`src/verilog/wake_level_pkg.sv`:
```
// Register map, reset values and timing constants of the wake-up level block
package wake_level_pkg;

  localparam logic [7:0] OFS_CH1_THRESHOLD   = 8'h1b;
  localparam logic [7:0] OFS_CH1_BLOCK_LOW   = 8'h1c;
  localparam logic [7:0] OFS_CH1_BLOCK_HIGH  = 8'h1d;
  localparam logic [7:0] OFS_CH2_THRESHOLD   = 8'h1e;
  localparam logic [7:0] OFS_CH2_BLOCK_LOW   = 8'h1f;
  localparam logic [7:0] OFS_CH2_BLOCK_HIGH  = 8'h20;
  localparam logic [7:0] OFS_CH3_THRESHOLD   = 8'h21;
  localparam logic [7:0] OFS_CH3_BLOCK_LOW   = 8'h22;
  localparam logic [7:0] OFS_CH3_BLOCK_HIGH  = 8'h23;
  localparam logic [7:0] OFS_DET_SATURATION  = 8'h24;
  localparam logic [7:0] OFS_OBSERVE_TIME    = 8'h25;
  localparam logic [7:0] OFS_SYNC_SEARCH_TO  = 8'h26;
  localparam logic [7:0] OFS_SYNC_TIMEOUT    = 8'h27;
  localparam logic [7:0] OFS_START_ID_TO     = 8'h28;
  localparam logic [7:0] OFS_END_MSG_TO      = 8'h29;
  localparam logic [7:0] OFS_CONTROL         = 8'h40;
  localparam logic [7:0] OFS_STATUS          = 8'h41;
  localparam logic [7:0] OFS_IRQ_STATUS      = 8'h42;
  localparam logic [7:0] OFS_IRQ_MASK        = 8'h43;

  localparam logic [7:0] RST_THRESHOLD       = 8'h00;
  localparam logic [7:0] RST_BLOCK_LOW       = 8'hff;
  localparam logic [7:0] RST_BLOCK_HIGH      = 8'h00;
  localparam logic [7:0] RST_DET_SATURATION  = 8'h10;
  localparam logic [7:0] RST_OBSERVE_TIME    = 8'h00;
  localparam logic [7:0] RST_SYNC_SEARCH_TO  = 8'h87;
  localparam logic [7:0] RST_SYNC_TIMEOUT    = 8'hff;
  localparam logic [7:0] RST_START_ID_TO     = 8'h00;
  localparam logic [7:0] RST_END_MSG_TO      = 8'h00;
  localparam logic [7:0] RST_CONTROL         = 8'h04;

  // Field positions
  localparam int PRESCALER_LSB   = 5;
  localparam int CRITERION_LSB   = 0;
  localparam int CHANNEL_LSB     = 3;

  // Criterion codes
  localparam logic [2:0] CRIT_LEVEL_STRENGTH = 3'h4;
  localparam logic [2:0] CRIT_LEVEL_RECOG    = 3'h5;

  // Timing: one observation tick is 64 clocks, one time-out tick 64*512
  localparam int OBSERVE_BASE_CYCLES = 64;
  localparam int TIMEOUT_BASE_CYCLES = 64 * 512;
  localparam int OBSERVE_ZERO_COUNT  = 32;

  // Interrupt status bits
  localparam int IRQ_SYNC_TO   = 0;
  localparam int IRQ_START_TO  = 1;
  localparam int IRQ_END_TO    = 2;
  localparam int IRQ_WAKEUP    = 3;

  typedef enum logic [1:0] {
    ST_IDLE,
    ST_WAIT_SYNC,
    ST_WAIT_START,
    ST_WAIT_END
  } poll_state_t;

endpackage : wake_level_pkg

```
`src/verilog/wake_level.sv`:
```
// Wake-up level criterion and run-mode self-polling time-out logic
`timescale 1ns/10ps
// Function
// - Channels 2 and 3 request wake-up when strength exceeds their threshold.
// - Under strength criterion, block-high register is upper blocking level; resets zero.
// - Under recognition criterion, block-high counts consecutive high sixteenth-symbol samples.
// - Each channel has 8-bit block-low level, resetting to all ones.
// - Detector peak saturates at programmable threshold, reset 0x10.
// - Prescaler codes 0 to 7 give factors 4 through 512.
// - Observation time is N times factor times 64 clocks.
// - Observation count zero counts as 32.
// - Sync search time-out in sixteenth bits, reset 0x87.
// - Sync time-out without symbol sync returns to self-polling.
// - Sync time-out is setting times 64*512 clocks; zero disables; reset 0xff.
// - Start-id time-out after sync without start id returns; zero disables.
// - End-of-message time-out is setting times 64*512*2 clocks; zero disables.
// - Only the sync time-out timer reloads at each run-mode cycle start; start-id loads on sync, end-of-message on start id.
// - Channel 1 also requests wake-up above its own threshold.
// - Criterion code 100 selects strength, 101 selects recognition.
module wake_level #(
  parameter int TIMEOUT_BASE = wake_level_pkg::TIMEOUT_BASE_CYCLES
) (
  input  wire logic       clk_sys_i,
  input  wire logic       resetn_i,
  input  wire logic [7:0] addr_i,
  input  wire logic [7:0] wdata_i,
  input  wire logic       wr_i,
  input  wire logic       rd_i,
  output logic      [7:0] rdata_o,
  input  wire logic [7:0] strength_i,
  input  wire logic       recog_i,
  input  wire logic       sample_tick_i,
  input  wire logic [7:0] det_peak_i,
  input  wire logic       cycle_start_i,
  input  wire logic       sync_found_i,
  input  wire logic       start_id_found_i,
  input  wire logic       end_msg_found_i,
  output logic      [7:0] det_peak_sat_o,
  output logic      [7:0] sync_search_timeout_o,
  output logic            wakeup_o,
  output logic            fallback_o,
  output logic            irq_o
);

  ////////////////////////////////////////////////////////////////////////////
  // Registers
  logic [7:0] ch1_wake_threshold;
  logic [7:0] ch1_block_low;
  logic [7:0] ch1_block_high;
  logic [7:0] ch2_wake_threshold;
  logic [7:0] ch2_block_low;
  logic [7:0] ch2_block_high;
  logic [7:0] ch3_wake_threshold;
  logic [7:0] ch3_block_low;
  logic [7:0] ch3_block_high;
  logic [7:0] detector_saturation;
  logic [7:0] level_observe_time;
  logic [7:0] sync_search_timeout;
  logic [7:0] sync_timeout_timer;
  logic [7:0] start_id_timeout_timer;
  logic [7:0] end_msg_timeout_timer;
  logic [7:0] control;
  logic [3:0] irq_status;
  logic [3:0] irq_mask;

  logic [2:0] wake_criterion_select;
  logic [1:0] active_channel;
  logic [2:0] observe_prescaler;
  logic [4:0] observe_count;
  assign wake_criterion_select = control[wake_level_pkg::CRITERION_LSB +: 3];
  assign active_channel        = control[wake_level_pkg::CHANNEL_LSB +: 2];
  assign observe_prescaler     = level_observe_time[wake_level_pkg::PRESCALER_LSB +: 3];
  assign observe_count         = level_observe_time[4:0];

  logic [3:0] irq_events;

  always_ff @(posedge clk_sys_i or negedge resetn_i) begin
    if (!resetn_i) begin
      ch1_wake_threshold     <= wake_level_pkg::RST_THRESHOLD;
      ch1_block_low          <= wake_level_pkg::RST_BLOCK_LOW;
      ch1_block_high         <= wake_level_pkg::RST_BLOCK_HIGH;
      ch2_wake_threshold     <= wake_level_pkg::RST_THRESHOLD;
      ch2_block_low          <= wake_level_pkg::RST_BLOCK_LOW;
      ch2_block_high         <= wake_level_pkg::RST_BLOCK_HIGH;
      ch3_wake_threshold     <= wake_level_pkg::RST_THRESHOLD;
      ch3_block_low          <= wake_level_pkg::RST_BLOCK_LOW;
      ch3_block_high         <= wake_level_pkg::RST_BLOCK_HIGH;
      detector_saturation    <= wake_level_pkg::RST_DET_SATURATION;
      level_observe_time     <= wake_level_pkg::RST_OBSERVE_TIME;
      sync_search_timeout    <= wake_level_pkg::RST_SYNC_SEARCH_TO;
      sync_timeout_timer     <= wake_level_pkg::RST_SYNC_TIMEOUT;
      start_id_timeout_timer <= wake_level_pkg::RST_START_ID_TO;
      end_msg_timeout_timer  <= wake_level_pkg::RST_END_MSG_TO;
      control                <= wake_level_pkg::RST_CONTROL;
      irq_mask               <= 4'h0;
    end else if (wr_i) begin
      if (addr_i == wake_level_pkg::OFS_CH1_THRESHOLD) ch1_wake_threshold <= wdata_i;
      else if (addr_i == wake_level_pkg::OFS_CH1_BLOCK_LOW) ch1_block_low <= wdata_i;
      else if (addr_i == wake_level_pkg::OFS_CH1_BLOCK_HIGH) ch1_block_high <= wdata_i;
      else if (addr_i == wake_level_pkg::OFS_CH2_THRESHOLD) ch2_wake_threshold <= wdata_i;
      else if (addr_i == wake_level_pkg::OFS_CH2_BLOCK_LOW) ch2_block_low <= wdata_i;
      else if (addr_i == wake_level_pkg::OFS_CH2_BLOCK_HIGH) ch2_block_high <= wdata_i;
      else if (addr_i == wake_level_pkg::OFS_CH3_THRESHOLD) ch3_wake_threshold <= wdata_i;
      else if (addr_i == wake_level_pkg::OFS_CH3_BLOCK_LOW) ch3_block_low <= wdata_i;
      else if (addr_i == wake_level_pkg::OFS_CH3_BLOCK_HIGH) ch3_block_high <= wdata_i;
      else if (addr_i == wake_level_pkg::OFS_DET_SATURATION) detector_saturation <= wdata_i;
      else if (addr_i == wake_level_pkg::OFS_OBSERVE_TIME) level_observe_time <= wdata_i;
      else if (addr_i == wake_level_pkg::OFS_SYNC_SEARCH_TO) sync_search_timeout <= wdata_i;
      else if (addr_i == wake_level_pkg::OFS_SYNC_TIMEOUT) sync_timeout_timer <= wdata_i;
      else if (addr_i == wake_level_pkg::OFS_START_ID_TO) start_id_timeout_timer <= wdata_i;
      else if (addr_i == wake_level_pkg::OFS_END_MSG_TO) end_msg_timeout_timer <= wdata_i;
      else if (addr_i == wake_level_pkg::OFS_CONTROL) control <= wdata_i;
      else if (addr_i == wake_level_pkg::OFS_IRQ_MASK) irq_mask <= wdata_i[3:0];
    end
  end

  ////////////////////////////////////////////////////////////////////////////
  // Readback; registers 0x1b to 0x29 are write-only and read zero
  logic [1:0] poll_code;
  logic [7:0] status_word;
  assign status_word = {4'h0, wakeup_o, fallback_o, poll_code};

  always_ff @(posedge clk_sys_i or negedge resetn_i) begin
    if (!resetn_i) rdata_o <= 8'h00;
    else if (rd_i && addr_i == wake_level_pkg::OFS_STATUS) rdata_o <= status_word;
    else if (rd_i && addr_i == wake_level_pkg::OFS_IRQ_STATUS) rdata_o <= {4'h0, irq_status};
    else if (rd_i && addr_i == wake_level_pkg::OFS_IRQ_MASK) rdata_o <= {4'h0, irq_mask};
    else if (rd_i && addr_i == wake_level_pkg::OFS_CONTROL) rdata_o <= control;
    else rdata_o <= 8'h00;
  end

  ////////////////////////////////////////////////////////////////////////////
  // Input synchronisers
  logic [7:0] strength_m, strength_s;
  logic [7:0] peak_m, peak_s;
  logic [6:0] ev_m, ev_s;
  logic       tick_d, cyc_d;

  always_ff @(posedge clk_sys_i or negedge resetn_i) begin
    if (!resetn_i) begin
      strength_m <= 8'h00;
      strength_s <= 8'h00;
      peak_m     <= 8'h00;
      peak_s     <= 8'h00;
      ev_m       <= 7'h00;
      ev_s       <= 7'h00;
      tick_d     <= 1'b0;
      cyc_d      <= 1'b0;
    end else begin
      strength_m <= strength_i;
      strength_s <= strength_m;
      peak_m     <= det_peak_i;
      peak_s     <= peak_m;
      ev_m       <= {recog_i, sample_tick_i, cycle_start_i, sync_found_i,
                     start_id_found_i, end_msg_found_i, 1'b0};
      ev_s       <= ev_m;
      tick_d     <= ev_s[5];
      cyc_d      <= ev_s[4];
    end
  end

  logic recog_s, tick_s, cyc_s, sync_s, start_s, end_s;
  assign recog_s = ev_s[6];
  assign tick_s  = ev_s[5];
  assign cyc_s   = ev_s[4];
  assign sync_s  = ev_s[3];
  assign start_s = ev_s[2];
  assign end_s   = ev_s[1];

  logic tick_p, cyc_p;
  assign tick_p = tick_s & ~tick_d;
  assign cyc_p  = cyc_s & ~cyc_d;

  ////////////////////////////////////////////////////////////////////////////
  // Detector saturation and sync search time-out outputs
  always_ff @(posedge clk_sys_i or negedge resetn_i) begin
    if (!resetn_i) begin
      det_peak_sat_o        <= 8'h00;
      sync_search_timeout_o <= wake_level_pkg::RST_SYNC_SEARCH_TO;
    end else begin
      det_peak_sat_o <= (peak_s > detector_saturation) ? detector_saturation : peak_s;
      sync_search_timeout_o <= sync_search_timeout;
    end
  end

  ////////////////////////////////////////////////////////////////////////////
  // Observation window
  function automatic logic [20:0] observe_length(input logic [2:0] ps, input logic [4:0] n);
    logic [5:0] cnt;
    cnt = (n == 5'h00) ? 6'(wake_level_pkg::OBSERVE_ZERO_COUNT) : {1'b0, n};
    // Factor 4 << ps times 64 clocks; 32 << 15 needs 21 bits
    observe_length = 21'(cnt) << ({1'b0, ps} + 4'h8);
  endfunction : observe_length

  logic [20:0] observe_cnt;
  logic        observing;

  always_ff @(posedge clk_sys_i or negedge resetn_i) begin
    if (!resetn_i) begin
      observe_cnt <= 21'h0;
      observing   <= 1'b0;
    end else if (cyc_p) begin
      observe_cnt <= observe_length(observe_prescaler, observe_count);
      observing   <= 1'b1;
    end else if (observing) begin
      observe_cnt <= observe_cnt - 21'h1;
      observing   <= (observe_cnt != 21'h1);
    end
  end

  ////////////////////////////////////////////////////////////////////////////
  // Level criterion evaluation
  logic [7:0] sel_thr, sel_low, sel_high;

  always_comb begin
    sel_thr  = ch1_wake_threshold;
    sel_low  = ch1_block_low;
    sel_high = ch1_block_high;
    case (active_channel)
      2'h1: begin
        sel_thr  = ch2_wake_threshold;
        sel_low  = ch2_block_low;
        sel_high = ch2_block_high;
      end
      2'h2: begin
        sel_thr  = ch3_wake_threshold;
        sel_low  = ch3_block_low;
        sel_high = ch3_block_high;
      end
      default: begin
      end
    endcase
  end

  logic [7:0] recog_run;
  logic       level_hit;

  always_ff @(posedge clk_sys_i or negedge resetn_i) begin
    if (!resetn_i) begin
      recog_run <= 8'h00;
    end else if (!recog_s || !observing) begin
      recog_run <= 8'h00;
    end else if (tick_p && recog_run != 8'hff) begin
      recog_run <= recog_run + 8'h1;
    end
  end

  always_comb begin
    level_hit = 1'b0;
    case (wake_criterion_select)
      wake_level_pkg::CRIT_LEVEL_STRENGTH: begin
        // Zero upper level leaves the band open above
        level_hit = (strength_s > sel_thr) && (strength_s <= sel_low)
                    && (sel_high == 8'h00 || strength_s < sel_high);
      end
      wake_level_pkg::CRIT_LEVEL_RECOG: begin
        level_hit = recog_s && (recog_run >= sel_high);
      end
      default: level_hit = 1'b0;
    endcase
  end

  logic wake_evt;
  assign wake_evt = observing && level_hit && !wakeup_o;

  always_ff @(posedge clk_sys_i or negedge resetn_i) begin
    if (!resetn_i) begin
      wakeup_o <= 1'b0;
    end else if (cyc_p) begin
      wakeup_o <= 1'b0;
    end else if (wake_evt) begin
      wakeup_o <= 1'b1;
    end
  end

  ////////////////////////////////////////////////////////////////////////////
  // Run-mode self-polling time-outs
  wake_level_pkg::poll_state_t state;
  logic [25:0] to_cnt;
  logic        expire;

  function automatic logic [25:0] timeout_len(input logic [7:0] set, input logic dbl);
    timeout_len = 26'(set) * 26'(TIMEOUT_BASE) << dbl;
  endfunction : timeout_len

  assign expire = (to_cnt == 26'h1);
  assign poll_code = state;

  always_ff @(posedge clk_sys_i or negedge resetn_i) begin
    if (!resetn_i) begin
      state  <= wake_level_pkg::ST_IDLE;
      to_cnt <= 26'h0;
    end else if (cyc_p) begin
      state  <= wake_level_pkg::ST_WAIT_SYNC;
      to_cnt <= timeout_len(sync_timeout_timer, 1'b0);
    end else begin
      if (to_cnt > 26'h1) begin
        to_cnt <= to_cnt - 26'h1;
      end
      case (state)
        wake_level_pkg::ST_WAIT_SYNC: begin
          if (sync_s) begin
            state  <= wake_level_pkg::ST_WAIT_START;
            to_cnt <= timeout_len(start_id_timeout_timer, 1'b0);
          end else if (expire) begin
            state  <= wake_level_pkg::ST_IDLE;
            to_cnt <= 26'h0;
          end
        end
        wake_level_pkg::ST_WAIT_START: begin
          if (start_s) begin
            state  <= wake_level_pkg::ST_WAIT_END;
            to_cnt <= timeout_len(end_msg_timeout_timer, 1'b1);
          end else if (expire) begin
            state  <= wake_level_pkg::ST_IDLE;
            to_cnt <= 26'h0;
          end
        end
        wake_level_pkg::ST_WAIT_END: begin
          if (end_s || expire) begin
            state  <= wake_level_pkg::ST_IDLE;
            to_cnt <= 26'h0;
          end
        end
        default: begin
        end
      endcase
    end
  end

  logic sync_exp, start_exp, end_exp;
  assign sync_exp  = !cyc_p && expire && state == wake_level_pkg::ST_WAIT_SYNC && !sync_s;
  assign start_exp = !cyc_p && expire && state == wake_level_pkg::ST_WAIT_START && !start_s;
  assign end_exp   = !cyc_p && expire && state == wake_level_pkg::ST_WAIT_END && !end_s;

  always_ff @(posedge clk_sys_i or negedge resetn_i) begin
    if (!resetn_i) begin
      fallback_o <= 1'b0;
    end else begin
      fallback_o <= sync_exp | start_exp | end_exp;
    end
  end

  ////////////////////////////////////////////////////////////////////////////
  // Interrupts: set wins over write-one-to-clear
  assign irq_events = {wake_evt, end_exp, start_exp, sync_exp};

  always_ff @(posedge clk_sys_i or negedge resetn_i) begin
    if (!resetn_i) begin
      irq_status <= 4'h0;
    end else if (wr_i && addr_i == wake_level_pkg::OFS_IRQ_STATUS) begin
      irq_status <= (irq_status & ~wdata_i[3:0]) | irq_events;
    end else begin
      irq_status <= irq_status | irq_events;
    end
  end

  always_ff @(posedge clk_sys_i or negedge resetn_i) begin
    if (!resetn_i) begin
      irq_o <= 1'b0;
    end else begin
      irq_o <= |(irq_status & irq_mask);
    end
  end

endmodule : wake_level

```
`config.mk`:
```
export PLATFORM = sky130hd
export DESIGN_NAME = wake_level
export DESIGN_NICKNAME = d
export VERILOG_FILES = /design/src/verilog/wake_level_pkg.sv /design/src/verilog/wake_level.sv
export SDC_FILE = /design/constraint.sdc
export NUM_CORES = 1
export LEC_CHECK = 0
export BUFFER_PORTS_ARGS = -buffer_cell sky130_fd_sc_hd__clkbuf_2
export CAP_MARGIN = 20
export CORE_UTILIZATION = 37
export DETAILED_ROUTE_END_ITERATION = 12
export PLACE_DENSITY = 0.53
export SYNTH_ARGS = -nofsm -noshare
export SYNTH_HDL_FRONTEND = slang
export SYNTH_SLANG_ARGS = --single-unit
```
`constraint.sdc`:
```
create_clock -name clk_sys_i -period 3.8 [get_ports clk_sys_i]
set_input_delay 0.19 -clock clk_sys_i [delete_from_list [all_inputs] [get_ports clk_sys_i]]
set_output_delay 0.19 -clock clk_sys_i [all_outputs]
set_load 0.005 [all_outputs]
```
Yosys cells after proc, flatten, opt, wreduce, memory -nomap -nowiden
Index checks and enable logic that the tools add are counted.
Cells by class
  add/subtract/negate cells: 4
  magnitude comparators: 6
  equal/unequal tests: 30
  shift operators: 1
  mux-type cells: 32
  bitwise gates (word level): 27
  reductions and logical operators: 53
Operators with widths (count)
  26-bit 2-to-1 mux: 6
  8-bit by 6-bit equality test with 1-bit output (second input constant): 10
  26-bit one-hot mux with 3 select lines: 1
  8-bit 2-to-1 mux: 7
  8-bit one-hot mux with 2 select lines: 3
  21-bit 2-to-1 mux: 2
  8-bit by 5-bit equality test with 1-bit output (second input constant): 5
  8-bit by 7-bit equality test with 1-bit output (second input constant): 4
  26-bit by 1-bit equality test with 1-bit output (second input constant): 1
  26-bit by 1-bit greater-than comparator with 1-bit output (second input constant): 1
  26-bit by 1-bit subtractor with 26-bit output (second input constant): 1
  21-bit by 1-bit inequality test with 1-bit output (second input constant): 1
  6-bit by 4-bit left shift with 21-bit output: 1
  21-bit by 1-bit subtractor with 21-bit output (second input constant): 1
  1-bit logical AND: 18
  1-bit inverter: 18
  18-bit AND reduction: 1
  17-bit AND reduction: 1
  8-bit greater-than comparator: 2
  16-bit AND reduction: 1
  15-bit AND reduction: 1
  14-bit AND reduction: 1
  13-bit AND reduction: 1
  12-bit AND reduction: 1
  other kinds (38): 64
Storage, ports and cells
  flip-flop bits (word level): 267
  input bits: 42

Longest topological paths before layout
  depth after elaboration: 10
  depth in mapped cells: 14
  depth with buffers taken out: 11

Least setup slack after synthesis
No wires, ideal clock.
  path kind: reg-to-reg
  start point: register control[3]
  end point: register wakeup_o
  setup time: 0.136 ns
  data arrival time: 2.745 ns
  data required time: 3.664 ns
  setup slack: 0.919 ns
  stages on the path, launching flop included: 14
  path buffers: 2
  clock period less this slack: 2.881 ns
  path through: dfrtp_1 -> inv_1 -> ha_1 -> clkbuf_1 -> inv_1 -> clkbuf_1 -> o21ai_0 -> ha_1 -> a21o_1 -> a2111oi_0 -> o21ai_0 -> o2111a_1 -> a22oi_1 -> o21ai_0
Between the ends
  longest elaborated chain between the ends: 9
Ends and longest elaborated chain
  from (decl): RTL line wake_level.sv:62  | logic [7:0] control;
  from (signal assigned): RTL line wake_level.sv:94  | control <= wake_level_pkg::RST_CONTROL;
  from (signal assigned): RTL line wake_level.sv:112  | else if (addr_i == wake_level_pkg::OFS_CONTROL) control <= wdata_i;
  2-bit equality test or 2-bit by 1-bit equality test with 1-bit output (tied branches): RTL line wake_level.sv:219  | case (active_channel)
  8-bit one-hot mux with 2 select lines: RTL line wake_level.sv:219
  8-bit greater-than comparator, or another cell as far along: RTL line wake_level.sv:253  | level_hit = (strength_s > sel_thr) && (strength_s <= sel_low)
  1-bit logical AND or 1-bit logical OR (tied branches): RTL line wake_level.sv:253, wake_level.sv:254
  1-bit logical AND: RTL line wake_level.sv:254  | && (sel_high == 8'h00 || strength_s < sel_high);
  1-bit one-hot mux with 2 select lines (*): RTL line wake_level.sv:250  | case (wake_criterion_select)
  1-bit logical AND (*) (2 in a row): RTL line wake_level.sv:264  | assign wake_evt = observing && level_hit && !wakeup_o;
  2-bit nonzero test (no line) (*)
  to (signal assigned): RTL line wake_level.sv:268  | wakeup_o <= 1'b0;
  to (signal assigned): RTL line wake_level.sv:270  | wakeup_o <= 1'b0;
  to (signal assigned): RTL line wake_level.sv:272  | wakeup_o <= 1'b1;
  to (decl): RTL line wake_level.sv:40  | output logic wakeup_o,
Every way passes the cells marked *; elsewhere a longest branch is shown, timed or not.
A chain may end at the register's enable or synchronous reset.

Worst setup path in the final report
Same ends and word-level chain as after synthesis.

==> flow_summary.toml <==
[placement]
hpwlAfterDp_mm = 19.6
place_ws_ps = 780
dp_cells = 1503
postPlaceCellArea_sq_mm = 0.0132
portBuffers = 68
gp_congestion = 0.811

[critical_path]
cp_data_required_time_ps = 4210
end_kind = "flip-flop"
rrSetupSlack_ps = 770
crit_arrival_ps = 3440
crit_type = "reg -> reg"
start_kind = "flip-flop"
cp_max_fo = 21

[drt]
drt_iter0_markers = 481
dr_total_vias = 8328
dr.pass1.iters = 4
wl_met2_mm = 13.7
wl_per_cell_microns = 18.3
drc = 0
via_per_inst = 5.26
wl_met1_mm = 13.7
wl_met3_mm = 1.10
drtAntennaViolNets = 0
top_layer_used = "met4"
wl_mm = 29.0

[final_layout]
largest_registers = "to_cnt (26), observe_cnt (21)"
fill_cells = 3042
drive_gt1_share_pct = 29.1
final_cells = 1582
stdcell_area_sq_mm = 0.0145
finalNetCount = 1204
largest_reg_flops = 26
top_register = "to_cnt"
area_delta_synth_final_pct = 17.6

[global_route]
grtUsageTotal_pct = 17.7
grt_first_pass_wirelength_mm = 47.0
grt_max_degree = 120
grt_pass1_vias = 8430
grt-ovfl-total = 0
antenna_found_initial = 1

[logic_synthesis]
yosys_warnings = 0
synth_commonest_cells = "225 x dfrtp_1, 139 x mux2_2, 78 x nor2_1, 50 x nand2_1, 46 x ha_1"
synth_top_area_cell = "dfrtp_1"
syn_nets = 1109
synth_edf_count = 0
seq_area_frac_synth_pct = 54.7
ys.flop_type = "dfrtp_1"
yosysTopAreaCellShare_pct = 45.7
syn-mean-instance-area_sq_um = 12.1
yosysMostFrequentCell = "dfrtp_1"
synth_cell_types = 70
ys_seq_elements = 267
synthTopCellsByArea = "dfrtp_1 46%, mux2_2 13%, dfstp_2 9.0%"
synthArstFlopShare_pct = 100
synth_cells = 1021
syn_area_sq_mm = 0.0123

[sta]
hold_viol_final = 0
worst_slew_pin_slew_ps = 917
clock-skew-final_ps = 10.3
max_freq_mhz = 330
fin_crit_ps = 3030
setup_tns_ps = 0
drv_slew = 0
report.final.setup_viol = 0
setup_ws_ps = 771
rsz0062_at_grt = "no"
fin_crit_sh_pct = 79.7
slew-limit-headroom_pct = 38.9

[floorplan]
start_util_pct = 37.7
core_area_sq_mm = 0.0326
die_w_microns = 184
die_h_microns = 184
rows = 66
io_pins = 69
dieArea_sq_mm = 0.0340

[cts]
cts_setup_buffers = 0
cts.sinks = 267
clock_path_buffers = 3
ctsHoldBuffers = 23
htreeDepth = 1
numCtsBuffers = 30
clockRootBuffer = "clkbuf_16"
insertion_delay_ps = 550
clk_pin_slew_ps = 60
cts_resized = 0
cts_tree = "done"

[pwr]
power_frac_comb_pct = 19.3
clock_power_share_pct = 38.3
vdd_drop_max_mv = 0.297
p_seq_share_pct = 42.4
p_int_mw = 5.74
cellPowerDensity_mw_per_mm2 = 557
cellLeakagePower_nw = 6.64
switchingPower_mw = 2.33
swShare_pct = 28.8

[min_path]
hold_path_class = "in -> reg"

[status]
status = "finished, final reports clean"

[job]
drv_cap = 0
power by group through the flow:
stage               registers (mW)  clock network (mW)  logic, mW
floorplan                     3.37                   0       1.18
global placement              3.46                   0       1.53
detailed placement            3.46                   0       1.55
CTS                           3.42                3.16       1.58
global route                  3.46                3.27       1.78
finish                        3.42                3.08       1.56
final timing paths:
path | start | endpoint | cells after the start
max | control[3]$_DFFE_PN0P_ | wakeup_o$_DFFE_PN0P_ | 13
min reg2reg | strength_m[3]$_DFF_PN0_ | strength_s[3]$_DFF_PN0_ | 0
max in group asynchronous | resetn_i | sync_timeout_timer[2]$_DFFE_PN1P_ | 3
max reg2reg | control[3]$_DFFE_PN0P_ | wakeup_o$_DFFE_PN0P_ | 13
min | rd_i | rdata_o[4]$_DFF_PN0_ | 3
min in group asynchronous | resetn_i | sync_search_timeout_o[6]$_DFF_PN0_ | 2
cell type report:
type	instances	area (sq um)	area share (%)
clock buffers	40	860	5.94
well taps	442	553	3.82
multi-input cells	691	5330	36.8
repair buffers	104	703	4.86
diodes	1	2.50	0.0173
inverters	22	82.6	0.570
clock inverters	15	208	1.43
flip-flops and latches	267	6730	46.5
cell usage in the layout, fill, tap and decap left out, types with 10 or more instances in the layout:
cell type      count
a21oi_1           36
a221o_1           23
and3_1            10
buf_4             11
clkbuf_16         31
clkbuf_2          67
dfrtp_1          225
dfstp_2           42
dlygate4sd3_1     23
ha_1              46
inv_1             22
mux2_2           139
nand2_1           50
nand3_1           23
nor2_1            78
nor3_1            13
nor4_1            18
o21ai_0           40
xnor2_1           16
xor2_1            21
metrics by stage:
stage | hold WS (ps) | power (mW) | utilization (%)
2_1_floorplan | -106 | 4.56 | -
3_3_place_gp | 298 | 4.99 | 40.4
3_5_place_dp | 300 | 5.01 | 40.4
4_1_cts | 10.7 | 8.16 | 44.4
5_1_grt | 17.7 | 8.52 | 44.4
6_report | 18.7 | 8.06 | 44.4
critical path: stages (launching register included):
cell       delay, ps
dfrtp_1          390
inv_1             60
ha_1             270
buf_4            190
inv_1             50
buf_4            200
o21ai_0          350
ha_1             320
a21o_1           180
a2111oi_0        330
o21ai_0          130
o2111a_1         180
a22oi_1          140
o21ai_0          100
routing by layer:
metal	vias to the layer above	track usage, %
met5	-	0
met4	0	4.43
met3	43	2.09
met2	135	28.9
met1	4204	25.1
li1	3946	-
cell families after synthesis:
family | count (synthesis) | synth area share (%)
AO/OA/AOI/OAI | 182 | 10.2
XOR/XNOR | 37 | 2.63
AND/OR/NAND/NOR | 276 | 12.2
multiplexers | 150 | 13.7
flip-flops | 267 | 54.7
adder cells (fa/ha/maj) | 46 | 4.68
buffers and inverters | 63 | 1.98
(Power assumes the default switching activity.)
